$ cat src/hw/smbc_regs.vh
// register map, field positions, reset values and timing counts of the smbus control block
//
// Function
// - interface enable bit turns the interface on and keeps both lines monitored.
// - slave event block bit suppresses slave interrupts; master interrupts stay unaffected.
// - busy indicator sets during a transfer, clears on stop or bus-free timeout.
// - sda timing extension bit picks normal or extended sda setup and hold.
// - normal hold is three clocks; extended setup eleven and hold twelve clocks.
// - scl low timeout enable holds timeout timer in reload while scl is high.
// - with a split timeout timer only its high byte is held in reload.
// - bus-free timeout: bus free after both lines high over ten source periods.
// - clock source select: timer0, timer1, timer2 high byte, timer2 low byte overflow.
// - as master each scl low and high phase lasts two overflow periods.
// - upper control bits report role, direction, begin and end condition flags.
// - begin and end flags report a start or stop seen since last interrupt.
// - writing begin flag makes master start once bus is free; flag stays set.
// - writing end flag as master sends stop after the next ack cycle.
// - both flags set in master mode give a stop followed by a start.
// - receiver drives written ack bit; transmitter shows last sampled ack there.
// - ack request flag sets on every received byte, except while slave events are blocked or ignored.
// - software writes ack before clearing interrupt flag, otherwise a nack goes out.
// - sda takes a new ack value at once; scl stays low until flag clears.
// - after a nacked slave address, slave events are ignored until next start.
// - arbitration loss flag sets on lost arbitration; clears with interrupt flag.
// - interrupt flag sets at transfer start and end, each byte, arbitration loss.
// - while interrupt flag is set the interface stalls with scl held low.
// - writing 0 to interrupt flag clears it and launches next event; 1 forces it.
`ifndef SMBC_REGS_VH
`define SMBC_REGS_VH

// ----------------------------------------------------------------
// register offsets
// ----------------------------------------------------------------
`define SMBC_CTL_ADDR 8'hc0
`define SMBC_CFG_ADDR 8'hc1
`define SMBC_DAT_ADDR 8'hc2

// ----------------------------------------------------------------
// configuration fields
// ----------------------------------------------------------------
`define SMBC_EN 7
`define SMBC_INH 6
`define SMBC_BUSY 5
`define SMBC_EXT 4
`define SMBC_TOE 3
`define SMBC_FTE 2
`define SMBC_CS_HI 1
`define SMBC_CS_LO 0
`define SMBC_CFG_RESET 8'h00

// ----------------------------------------------------------------
// control and status fields
// ----------------------------------------------------------------
`define SMBC_MST 7
`define SMBC_TXM 6
`define SMBC_STA 5
`define SMBC_STO 4
`define SMBC_ACK_REQUEST_FLAG 3
`define SMBC_ARB 2
`define SMBC_ACK 1
`define SMBC_SI 0
`define SMBC_CTL_RESET 8'h00

// ----------------------------------------------------------------
// timing counts, in system clocks or source overflows
// ----------------------------------------------------------------
`define SMBC_HOLD_NORM 4'h3
`define SMBC_HOLD_EXT 4'hc
`define SMBC_SETUP_NORM 4'h1
`define SMBC_SETUP_EXT 4'hb
`define SMBC_FREE_PERIODS 4'ha
`define SMBC_PHASE_TICKS 2'h2

`endif

$ cat src/hw/smbc_ctrl.v
// smbus configuration, control flags and bit engine
`timescale 1ns/100ps
`include "smbc_regs.vh"

module smbc_ctrl #(
  parameter FIFO_DEPTH = 32,
  parameter FIFO_AW = 5
) (
  input wire sys_clk,
  input wire reset_n,
  input wire [7:0] sfr_addr,
  input wire sfr_wr,
  input wire [7:0] sfr_wdata,
  output reg [7:0] sfr_rdata,
  output wire tx_ready,
  input wire tmr0_ovf,
  input wire tmr1_ovf,
  input wire tmr2_high_ovf,
  input wire tmr2_low_ovf,
  input wire tmr3_split,
  output reg tmr3_reload_high,
  output reg tmr3_reload_low,
  input wire scl_in,
  output wire scl_out,
  output reg scl_oe,
  input wire sda_in,
  output wire sda_out,
  output reg sda_oe,
  output wire irq_flag
);

// ----------------------------------------------------------------
// state codes
// ----------------------------------------------------------------
localparam [2:0] S_IDLE = 3'h0;
localparam [2:0] S_WFREE = 3'h1;
localparam [2:0] S_START = 3'h2;
localparam [2:0] S_BIT = 3'h3;
localparam [2:0] S_TAIL = 3'h4;

reg [7:0] cfg;
reg busy;
reg master;
reg txm;
reg begin_condition_flag;
reg end_condition_flag;
reg ack_request_flag;
reg arb;
reg ack;
reg si;
reg [2:0] state;
reg [3:0] bit_cnt;
reg [7:0] shift;
reg [7:0] rx_data;
reg [1:0] tick_cnt;
reg [3:0] hold_cnt;
reg [3:0] setup_cnt;
reg [3:0] free_cnt;
reg scl_d;
reg sda_d;
reg ack_smp;
reg slave_blk;
reg slave_ign;
reg addr_phase;
reg post_start;
reg tail_stop;
reg tick;

wire scl_s;
wire sda_s;
wire fifo_valid;
wire [7:0] fifo_data;

// ----------------------------------------------------------------
// line synchronisers and transmit fifo
// ----------------------------------------------------------------
smbc_sync #(
  .WIDTH(2)
) u_sync (
  .sys_clk(sys_clk),
  .reset_n(reset_n),
  .async_in({scl_in, sda_in}),
  .sync_out({scl_s, sda_s})
);

wire en = cfg[`SMBC_EN];
wire ctl_wr = sfr_wr & (sfr_addr == `SMBC_CTL_ADDR);
wire cfg_wr = sfr_wr & (sfr_addr == `SMBC_CFG_ADDR);
wire dat_wr = sfr_wr & (sfr_addr == `SMBC_DAT_ADDR);
wire launch = ctl_wr & ~sfr_wdata[`SMBC_SI] & si;
// flags written together with the irq clear must steer that same launch
wire next_sta = ctl_wr ? sfr_wdata[`SMBC_STA] : begin_condition_flag;
wire next_sto = (ctl_wr & (master | ~sfr_wdata[`SMBC_STO])) ? sfr_wdata[`SMBC_STO] : end_condition_flag;
wire scl_rise = scl_s & ~scl_d;
wire scl_fall = ~scl_s & scl_d;
wire start_det = en & scl_s & scl_d & sda_d & ~sda_s;
wire stop_det = en & scl_s & scl_d & ~sda_d & sda_s;
wire free_to = free_cnt > `SMBC_FREE_PERIODS;
wire hold_ok = hold_cnt >= (cfg[`SMBC_EXT] ? `SMBC_HOLD_EXT : `SMBC_HOLD_NORM);
wire setup_ok = setup_cnt >= (cfg[`SMBC_EXT] ? `SMBC_SETUP_EXT : `SMBC_SETUP_NORM);
wire phase_done = tick_cnt == `SMBC_PHASE_TICKS;
wire quiet = ~master & (slave_blk | slave_ign);
wire scl_low_seen = ~scl_s & ~scl_d;
wire drv_low = (txm & ~bit_cnt[3]) ? ~shift[7] : (~txm & bit_cnt[3] & ack & ~quiet);
wire load_byte = launch & (state == S_BIT) & (bit_cnt == 4'h0) &
  ~(master & (next_sto | (next_sta & ~post_start)));
wire take = load_byte & (master | txm) & fifo_valid;

// a full fifo refuses the write; tx_ready tells software to back off
smbc_fifo #(
  .WIDTH(8),
  .DEPTH(FIFO_DEPTH),
  .AW(FIFO_AW)
) u_fifo (
  .sys_clk(sys_clk),
  .reset_n(reset_n),
  .in_valid(dat_wr),
  .in_ready(tx_ready),
  .in_data(sfr_wdata),
  .out_valid(fifo_valid),
  .out_ready(take),
  .out_data(fifo_data)
);

assign scl_out = 1'b0;
assign sda_out = 1'b0;
assign irq_flag = si;

// ----------------------------------------------------------------
// bit clock source
// ----------------------------------------------------------------
always @* begin
  case (cfg[`SMBC_CS_HI:`SMBC_CS_LO])
    2'h0: tick = tmr0_ovf;
    2'h1: tick = tmr1_ovf;
    2'h2: tick = tmr2_high_ovf;
    default: tick = tmr2_low_ovf;
  endcase
end

// ----------------------------------------------------------------
// register read
// ----------------------------------------------------------------
always @(posedge sys_clk) begin
  if (!reset_n) begin
    sfr_rdata <= 8'h00;
  end else begin
    case (sfr_addr)
      `SMBC_CFG_ADDR: sfr_rdata <= {cfg[7:6], busy, cfg[4:0]};
      `SMBC_CTL_ADDR: sfr_rdata <= {master, txm, begin_condition_flag, end_condition_flag, ack_request_flag, arb, ack, si};
      `SMBC_DAT_ADDR: sfr_rdata <= rx_data;
      default: sfr_rdata <= 8'h00;
    endcase
  end
end

// ----------------------------------------------------------------
// flags and engine
// ----------------------------------------------------------------
always @(posedge sys_clk) begin
  if (!reset_n) begin
    cfg <= `SMBC_CFG_RESET;
    {master, txm, begin_condition_flag, end_condition_flag, ack_request_flag, arb, ack, si} <= `SMBC_CTL_RESET;
    busy <= 1'b0;
    state <= S_IDLE;
    bit_cnt <= 4'h0;
    shift <= 8'h00;
    rx_data <= 8'h00;
    tick_cnt <= 2'h0;
    hold_cnt <= 4'h0;
    setup_cnt <= 4'h0;
    free_cnt <= 4'h0;
    scl_d <= 1'b1;
    sda_d <= 1'b1;
    ack_smp <= 1'b0;
    slave_blk <= 1'b0;
    slave_ign <= 1'b0;
    addr_phase <= 1'b0;
    post_start <= 1'b0;
    tail_stop <= 1'b0;
    scl_oe <= 1'b0;
    sda_oe <= 1'b0;
    tmr3_reload_high <= 1'b0;
    tmr3_reload_low <= 1'b0;
  end else begin
    scl_d <= scl_s;
    sda_d <= sda_s;
    tmr3_reload_high <= en & cfg[`SMBC_TOE] & scl_s;
    tmr3_reload_low <= en & cfg[`SMBC_TOE] & scl_s & ~tmr3_split;
    if (~en | ~cfg[`SMBC_FTE] | ~scl_s | ~sda_s) begin
      free_cnt <= 4'h0;
    end else if (tick & ~free_to) begin
      free_cnt <= free_cnt + 4'h1;
    end
    if (start_det) begin
      busy <= 1'b1;
    end else if (~en | stop_det | free_to) begin
      busy <= 1'b0;
    end
    // hold is timed from the fall as seen through the synchroniser
    if (scl_fall) begin
      hold_cnt <= 4'h0;
    end else if (hold_cnt != 4'hf) begin
      hold_cnt <= hold_cnt + 4'h1;
    end
    if (setup_cnt != 4'hf) begin
      setup_cnt <= setup_cnt + 4'h1;
    end
    if (tick & ~phase_done) begin
      tick_cnt <= tick_cnt + 2'h1;
    end
    // software writes first, so hardware sets below win
    if (cfg_wr) begin
      cfg <= {sfr_wdata[7:6], 1'b0, sfr_wdata[4:0]};
    end
    if (ctl_wr) begin
      begin_condition_flag <= sfr_wdata[`SMBC_STA];
      if (master | ~sfr_wdata[`SMBC_STO]) begin
        end_condition_flag <= sfr_wdata[`SMBC_STO];
      end
      ack <= sfr_wdata[`SMBC_ACK];
      si <= sfr_wdata[`SMBC_SI];
    end
    if (launch) begin
      arb <= 1'b0;
    end
    case (state)
      S_IDLE: begin
        scl_oe <= si;
        sda_oe <= 1'b0;
        if (begin_condition_flag) begin
          state <= S_WFREE;
        end
      end
      S_WFREE: begin
        if (~busy & scl_s & sda_s) begin
          sda_oe <= 1'b1;
          tick_cnt <= 2'h0;
          state <= S_START;
        end
      end
      S_START: begin
        if (phase_done) begin
          scl_oe <= 1'b1;
        end
        // wait for the start's own scl fall so it is not counted as a data bit
        if (scl_oe & scl_low_seen) begin
          master <= 1'b1;
          txm <= 1'b1;
          si <= 1'b1;
          post_start <= 1'b1;
          bit_cnt <= 4'h0;
          tick_cnt <= 2'h0;
          state <= S_BIT;
        end
      end
      S_BIT: begin
        // data moves only once scl is seen low and the hold time has passed
        if (hold_ok & scl_low_seen & (sda_oe != drv_low)) begin
          sda_oe <= drv_low;
          setup_cnt <= 4'h0;
        end
        if (master) begin
          if (scl_oe) begin
            if (phase_done & hold_ok & setup_ok & ~si & (sda_oe == drv_low)) begin
              scl_oe <= 1'b0;
              tick_cnt <= 2'h0;
            end
          end else if (~scl_s) begin
            tick_cnt <= 2'h0;
          end else if (phase_done | si) begin
            scl_oe <= 1'b1;
            tick_cnt <= 2'h0;
          end
        end else begin
          scl_oe <= si;
        end
        if (scl_rise) begin
          if (~bit_cnt[3]) begin
            shift <= {shift[6:0], sda_s};
            if (txm & ~sda_oe & ~sda_s) begin
              arb <= 1'b1;
              si <= 1'b1;
              master <= 1'b0;
              txm <= 1'b0;
              state <= S_IDLE;
            end
          end else begin
            ack_smp <= ~sda_s;
          end
        end
        if (scl_fall) begin
          if (bit_cnt == 4'h7) begin
            bit_cnt <= 4'h8;
            if (~txm) begin
              rx_data <= shift;
              ack <= 1'b0;
              if (~quiet) begin
                ack_request_flag <= 1'b1;
                si <= 1'b1;
                if (addr_phase) begin
                  begin_condition_flag <= 1'b1;
                end
              end
            end
          end else if (bit_cnt[3]) begin
            bit_cnt <= 4'h0;
            ack_request_flag <= 1'b0;
            addr_phase <= 1'b0;
            if (txm) begin
              ack <= ack_smp;
              si <= 1'b1;
            end else if (master & end_condition_flag) begin
              tail_stop <= 1'b1;
              tick_cnt <= 2'h0;
              state <= S_TAIL;
            end else if (addr_phase & ~master) begin
              if (~ack | quiet) begin
                slave_ign <= 1'b1;
              end else begin
                txm <= shift[0];
                si <= shift[0];
              end
            end
          end else begin
            bit_cnt <= bit_cnt + 4'h1;
          end
        end
        if (launch & (bit_cnt == 4'h0) & master) begin
          if (next_sto) begin
            tail_stop <= 1'b1;
            tick_cnt <= 2'h0;
            state <= S_TAIL;
          end else if (next_sta & ~post_start) begin
            tail_stop <= 1'b0;
            tick_cnt <= 2'h0;
            state <= S_TAIL;
          end
        end
        if (load_byte) begin
          post_start <= 1'b0;
          if (master) begin
            txm <= fifo_valid;
          end
          if (take) begin
            shift <= fifo_data;
          end else if (~master & txm) begin
            shift <= 8'hff;
          end
        end
      end
      S_TAIL: begin
        // stop: sda low then high under scl high; repeated start is the mirror
        if (scl_oe) begin
          if (hold_ok & scl_low_seen & (sda_oe != tail_stop)) begin
            sda_oe <= tail_stop;
            setup_cnt <= 4'h0;
          end
          if (phase_done & setup_ok & (sda_oe == tail_stop)) begin
            scl_oe <= 1'b0;
            tick_cnt <= 2'h0;
          end
        end else if (~scl_s) begin
          tick_cnt <= 2'h0;
        end else if (phase_done) begin
          tick_cnt <= 2'h0;
          if (tail_stop) begin
            sda_oe <= 1'b0;
            master <= 1'b0;
            txm <= 1'b0;
            end_condition_flag <= 1'b0;
            state <= begin_condition_flag ? S_WFREE : S_IDLE;
          end else begin
            sda_oe <= 1'b1;
            state <= S_START;
          end
        end
      end
      default: begin
        state <= S_IDLE;
      end
    endcase
    if (stop_det & ~master & (state == S_BIT)) begin
      state <= S_IDLE;
      if (~quiet) begin
        end_condition_flag <= 1'b1;
        si <= 1'b1;
      end
    end
    // inhibit takes effect from the start that opens a transfer
    if (start_det & ~master & ((state == S_IDLE) | (state == S_WFREE) | (state == S_BIT))) begin
      state <= S_BIT;
      bit_cnt <= 4'h0;
      txm <= 1'b0;
      addr_phase <= 1'b1;
      slave_ign <= 1'b0;
      slave_blk <= cfg[`SMBC_INH];
    end
    if (~en) begin
      state <= S_IDLE;
      scl_oe <= 1'b0;
      sda_oe <= 1'b0;
      master <= 1'b0;
      txm <= 1'b0;
      slave_ign <= 1'b0;
    end
  end
end

endmodule

$ cat src/hw/smbc_fifo.v
// transmit byte fifo, flip-flop storage
`timescale 1ns/100ps

module smbc_fifo #(
  parameter WIDTH = 8,
  parameter DEPTH = 32,
  parameter AW = 5
) (
  input wire sys_clk,
  input wire reset_n,
  input wire in_valid,
  output wire in_ready,
  input wire [WIDTH-1:0] in_data,
  output wire out_valid,
  input wire out_ready,
  output wire [WIDTH-1:0] out_data
);

localparam [AW:0] FULL_CNT = DEPTH[AW:0];

reg [WIDTH-1:0] mem [0:DEPTH-1];
reg [AW:0] wr_ptr;
reg [AW:0] rd_ptr;
wire [AW:0] fill = wr_ptr - rd_ptr;

assign in_ready = fill != FULL_CNT;
assign out_valid = fill != {(AW+1){1'b0}};
assign out_data = mem[rd_ptr[AW-1:0]];

always @(posedge sys_clk) begin
  if (in_valid & in_ready) begin
    mem[wr_ptr[AW-1:0]] <= in_data;
  end
end

always @(posedge sys_clk) begin
  if (!reset_n) begin
    wr_ptr <= {(AW+1){1'b0}};
    rd_ptr <= {(AW+1){1'b0}};
  end else begin
    if (in_valid & in_ready) begin
      wr_ptr <= wr_ptr + 1'b1;
    end
    if (out_ready & out_valid) begin
      rd_ptr <= rd_ptr + 1'b1;
    end
  end
end

endmodule

$ cat src/hw/smbc_sync.v
// two-flop synchronisers for the bus lines
`timescale 1ns/100ps

module smbc_sync #(
  parameter WIDTH = 2
) (
  input wire sys_clk,
  input wire reset_n,
  input wire [WIDTH-1:0] async_in,
  output wire [WIDTH-1:0] sync_out
);

genvar i;
generate
  for (i = 0; i < WIDTH; i = i + 1) begin : g_bit
    reg meta;
    reg stable;
    // reset high: an idle bus line floats high
    always @(posedge sys_clk) begin
      if (!reset_n) begin
        meta <= 1'b1;
        stable <= 1'b1;
      end else begin
        meta <= async_in[i];
        stable <= meta;
      end
    end
    assign sync_out[i] = stable;
  end
endgenerate

endmodule
$ cat config.mk
export PLATFORM = sky130hd
export DESIGN_NAME = smbc_ctrl
export DESIGN_NICKNAME = d
export VERILOG_FILES = /design/src/hw/smbc_ctrl.v /design/src/hw/smbc_fifo.v /design/src/hw/smbc_sync.v
export VERILOG_INCLUDE_DIRS = /design/src /design/src/hw
export SDC_FILE = /design/constraint.sdc
export NUM_CORES = 1
export LEC_CHECK = 0
export BUFFER_PORTS_ARGS = -buffer_cell sky130_fd_sc_hd__buf_2
export CAP_MARGIN = 20
export CELL_PAD_IN_SITES_DETAIL_PLACEMENT = 0
export CELL_PAD_IN_SITES_GLOBAL_PLACEMENT = 1
export CORE_ASPECT_RATIO = 2
export CORE_MARGIN = 8
export CORE_UTILIZATION = 35
export CTS_BUF_LIST = sky130_fd_sc_hd__clkbuf_8
export DETAILED_ROUTE_END_ITERATION = 10
export GPL_TIMING_DRIVEN = 0
export PLACE_DENSITY_LB_ADDON = 0.1
export REMOVE_ABC_BUFFERS = 1
export SETUP_SLACK_MARGIN = 0.5
export SYNTH_ARGS = -nofsm -noshare
export SYNTH_HDL_FRONTEND = slang
export SYNTH_SLANG_ARGS = --single-unit
$ cat constraint.sdc
create_clock -name sys_clk -period 4.2 [get_ports sys_clk]
set_input_delay 0.42 -clock sys_clk [delete_from_list [all_inputs] [get_ports sys_clk]]
set_output_delay 0.42 -clock sys_clk [all_outputs]
set_load 0.01 [all_outputs]
==> reports/qor.log <==
qor: outcome.status finished clean
qor: finish.layout.cells.most_common_list 256 x edfxtp_1, 97 x nor2_1, 95 x mux2i_1
qor: placed_design.place.port_buffers 39
qor: detailed_routing.drtAntennaViolNets 0
qor: logic_synthesis.yosysSeqAreaShare 62.7%
qor: finish.finalNonFillerCells 1,817
qor: placed_design.preCtsSetupSlack -146 ps
qor: die.top_level_ports 42
qor: placed_design.gp_congestion 0.848
qor: finish.fin_util 40.0%
qor: power.leakagePower 5.45 nW
qor: placed_design.placement.cell_area 0.0160 mm2
qor: timing.clock.fmax 283 MHz
qor: logic_synthesis.ys.warnings.count 0
qor: finish.most_common_library_cell_in_the_layout_ignoring_fill_and_taps edfxtp_1
qor: finish.layout.nets 1,275
qor: power.power.ir.vdd_worst 0.230 mV
qor: detailed_routing.vias_per_cell 5.33
qor: worst_setup_path.timing.setup.critical_path_class flip-flop to flip-flop
qor: grt.first_global_vias 10.2k
qor: detailed_routing.detail_route.wl_per_cell 24.2 um
qor: timing.share_of_the_clock_period_used_by_the_worst_path 84.0%
qor: clock_tree.clock-sinks 350
qor: placed_design.detailedPlacementHpwl 31,100 um
qor: min_path.timing.hold.worst.class input port to flip-flop
qor: clock_tree.htreeDepth 2
qor: finish.ratio_of_cells_with_drive_above_1_in_the_final_layout 16.7%
qor: clock_tree.tritoncts.num_buffers 49
qor: detailed_routing.drt_first_pass_iters 5
qor: logic_synthesis.asyncSetResetFlopFracSynth 0%
qor: detailed_routing.dr_total_vias 9,691
qor: power.power 6.54 mW
qor: timing.worst_slew_margin_rel 38.8%
qor: finish.syn2layout_area_growth 13.2%
qor: logic_synthesis.yosys.cell_types.count 74
qor: grt.first_pass_grt_wire_length 65,300 um
qor: power.cellPowerDensity 379 mW/mm2
qor: timing.clock_skew 42.2 ps
qor: logic_synthesis.yosys-top-cells-area edfxtp_1 50%, dfxtp_1 12%, mux2i_1 6.2%
qor: timing.total_count_of_max_transition_violations_in_the_final_report 0
qor: logic_synthesis.synthesis.area 0.0153 mm2
qor: grt.grt.total_usage 17.4%
qor: timing.report.final.setup_viol 0
qor: logic_synthesis.synth_enable_flop_cells 256
qor: logic_synthesis.syn-instance-count 1,184
qor: timing.fin_hold_ws 313 ps
qor: die.starting_utilization_of_the_core_area 35.3%
qor: logic_synthesis.synth_top_cell_by_area edfxtp_1
qor: timing.unrepaired_setup_endpoints_after_global_routing no
qor: die.row_count 108
qor: finish.final_area 0.0173 mm2
qor: die.die_y 311 um
qor: timing.post-route-min-period 3530 ps
qor: clock_tree.clkSlewWorstSetupHoldPaths 70 ps
qor: die.dieWidth 164 um
qor: worst_setup_path.crit_arrival 3770 ps
qor: die.die-area 0.0509 mm2
qor: clock_tree.tritoncts_clock_tree built
qor: detailed_routing.routed_wl 44,000 um
qor: timing.timing.final.hold_violations 0
qor: worst_setup_path.end_kind flip-flop
qor: run.maxCapViolCount 0
qor: die.placeable_core_area 0.0432 mm2
qor: grt.global_route.overflow_total 0
qor: grt.grt_max_degree 46
qor: timing.fin_ws 672 ps
qor: clock_tree.buffer_depth_of_the_longest_clock_path 3
qor: clock_tree.ctsRootBufferMaster clkbuf_8
qor: worst_setup_path.cp_data_required_time 4440 ps
qor: clock_tree.insertion_delay 600 ps
qor: logic_synthesis.ys_ff_latch 350
qor: timing.worstMarginPinSlew 910 ps
qor: timing.setup_tns 0 ps
qor: logic_synthesis.netlist.area_leader.share 50.4%
qor: detailed_routing.drc 0
qor: logic_synthesis.postSynth.topFlopCell edfxtp_1
qor: placed_design.placedCellCount 1,720
qor: grt.grt_antenna_before_repair 1
qor: worst_setup_path.cp_max_fo 11
qor: worst_setup_path.start_kind flip-flop
qor: detailed_routing.detailedRoute.firstIterationViolations 462
qor: logic_synthesis.postSynthAreaPerCell 12.9 um2
Yosys cell counts (all sizes together), types with 11 or more instances:
cell type / n
edfxtp: 256
nor2: 129
mux2i: 95
dfxtp: 94
nand2: 86
a21oi: 60
nand3: 45
clkbuf: 44
o21ai: 43
mux4: 33
inv: 26
a221oi: 24
ha: 23
buf: 17
nand2b: 16
nor3: 14
xnor2: 13
nor3b: 11
cell families (layout without fill, tap and decap cells):
kind of cell | after synthesis | in the layout | synth area share, %
multiplexers | 133 | 133 | 11.5
XOR/XNOR | 18 | 18 | 1.03
AND/OR/NAND/NOR | 367 | 367 | 11.6
other | 1 | 3 | 0.0246
AO/OA/AOI/OAI | 205 | 205 | 9.04
flip-flops | 350 | 350 | 62.7
adder cells (fa/ha/maj) | 23 | 23 | 1.89
buffers and inverters | 87 | 168 | 2.27
registers in the layout, summed over array words and instances, names as in the netlist, 2 cells and up, named ones only:
| register | count |
|---|---|
| state | 3 |
| sfr_rdata | 8 |
| tick_cnt | 2 |
| u_sync.g_bit.stable | 2 |
| cfg | 7 |
| u_sync.g_bit.meta | 2 |
| u_fifo.rd_ptr | 6 |
| free_cnt | 4 |
| u_fifo.mem | 256 |
| shift | 8 |
| setup_cnt | 4 |
| hold_cnt | 4 |
| bit_cnt | 4 |
| u_fifo.wr_ptr | 6 |
| rx_data | 8 |
metal layers:
metal	global-route usage [%]	routed length (um)	part of all wire (%)	vias to the layer above
met5	0	0	0	-
met2	35.1	25800	59	212
met3	1.93	1270	2.9	79
met4	9.30	2250	5.1	0
li1	-	-	-	4586
met1	16.1	14700	33	4814
layout make-up:
class                           count  area (um2)
Fill cell                        4186       26000
Sequential cell                   350        9580
Multi-Input combinational cell    748        5580
Clock buffer                       51         702
Tap cell                          550         688
Timing Repair Buffer               51         370
Clock inverter                     40         265
Inverter                           26        97.6
Antenna cell                        1        2.50
power by group:
| group | total [mW] | internal (mW) | switching (mW) |
|---|---|---|---|
| combinational | 0.147 | 0.0369 | 0.110 |
| clock | 2.67 | 1.33 | 1.34 |
| sequential | 3.72 | 3.71 | 0.0132 |
| total | 6.54 | 5.08 | 1.47 |
timing repair:
action | in CTS | in global routing
setup buffers | 2 | 0
setup endpoints to repair | 261 | 148
hold endpoints to repair | 3 | 0
resized for setup | 61 | 2
hold buffers | 3 | 0
pin swaps | 1 | 0
critical path, stage by stage (launching register included):
cell and delay (ps):
dfxtp_1 740, ha_1 390, o21ai_0 100, a21oi_1 100
a31o_2 260, o211ai_1 170, buf_4 160, and2_0 360
nand2_2 460, nor2_4 430
worst paths after layout:
path / startpoint / end / slack [ps] / cells after the start
setup reg to reg: u_fifo.wr_ptr[3]$_SDFFE_PN0P_ / u_fifo.mem[16][1]$_DFFE_PP_ / 670 / 9
hold reg to reg: u_sync.g_bit[0].meta$_SDFF_PN1_ / u_sync.g_bit[0].stable$_SDFF_PN1_ / 430 / 1
setup / recovery: u_fifo.wr_ptr[3]$_SDFFE_PN0P_ / u_fifo.mem[16][1]$_DFFE_PP_ / 670 / 9
hold / removal: reset_n / sda_d$_SDFF_PN1_ / 310 / 2
Note: power is estimated with default switching activity, not from simulation.
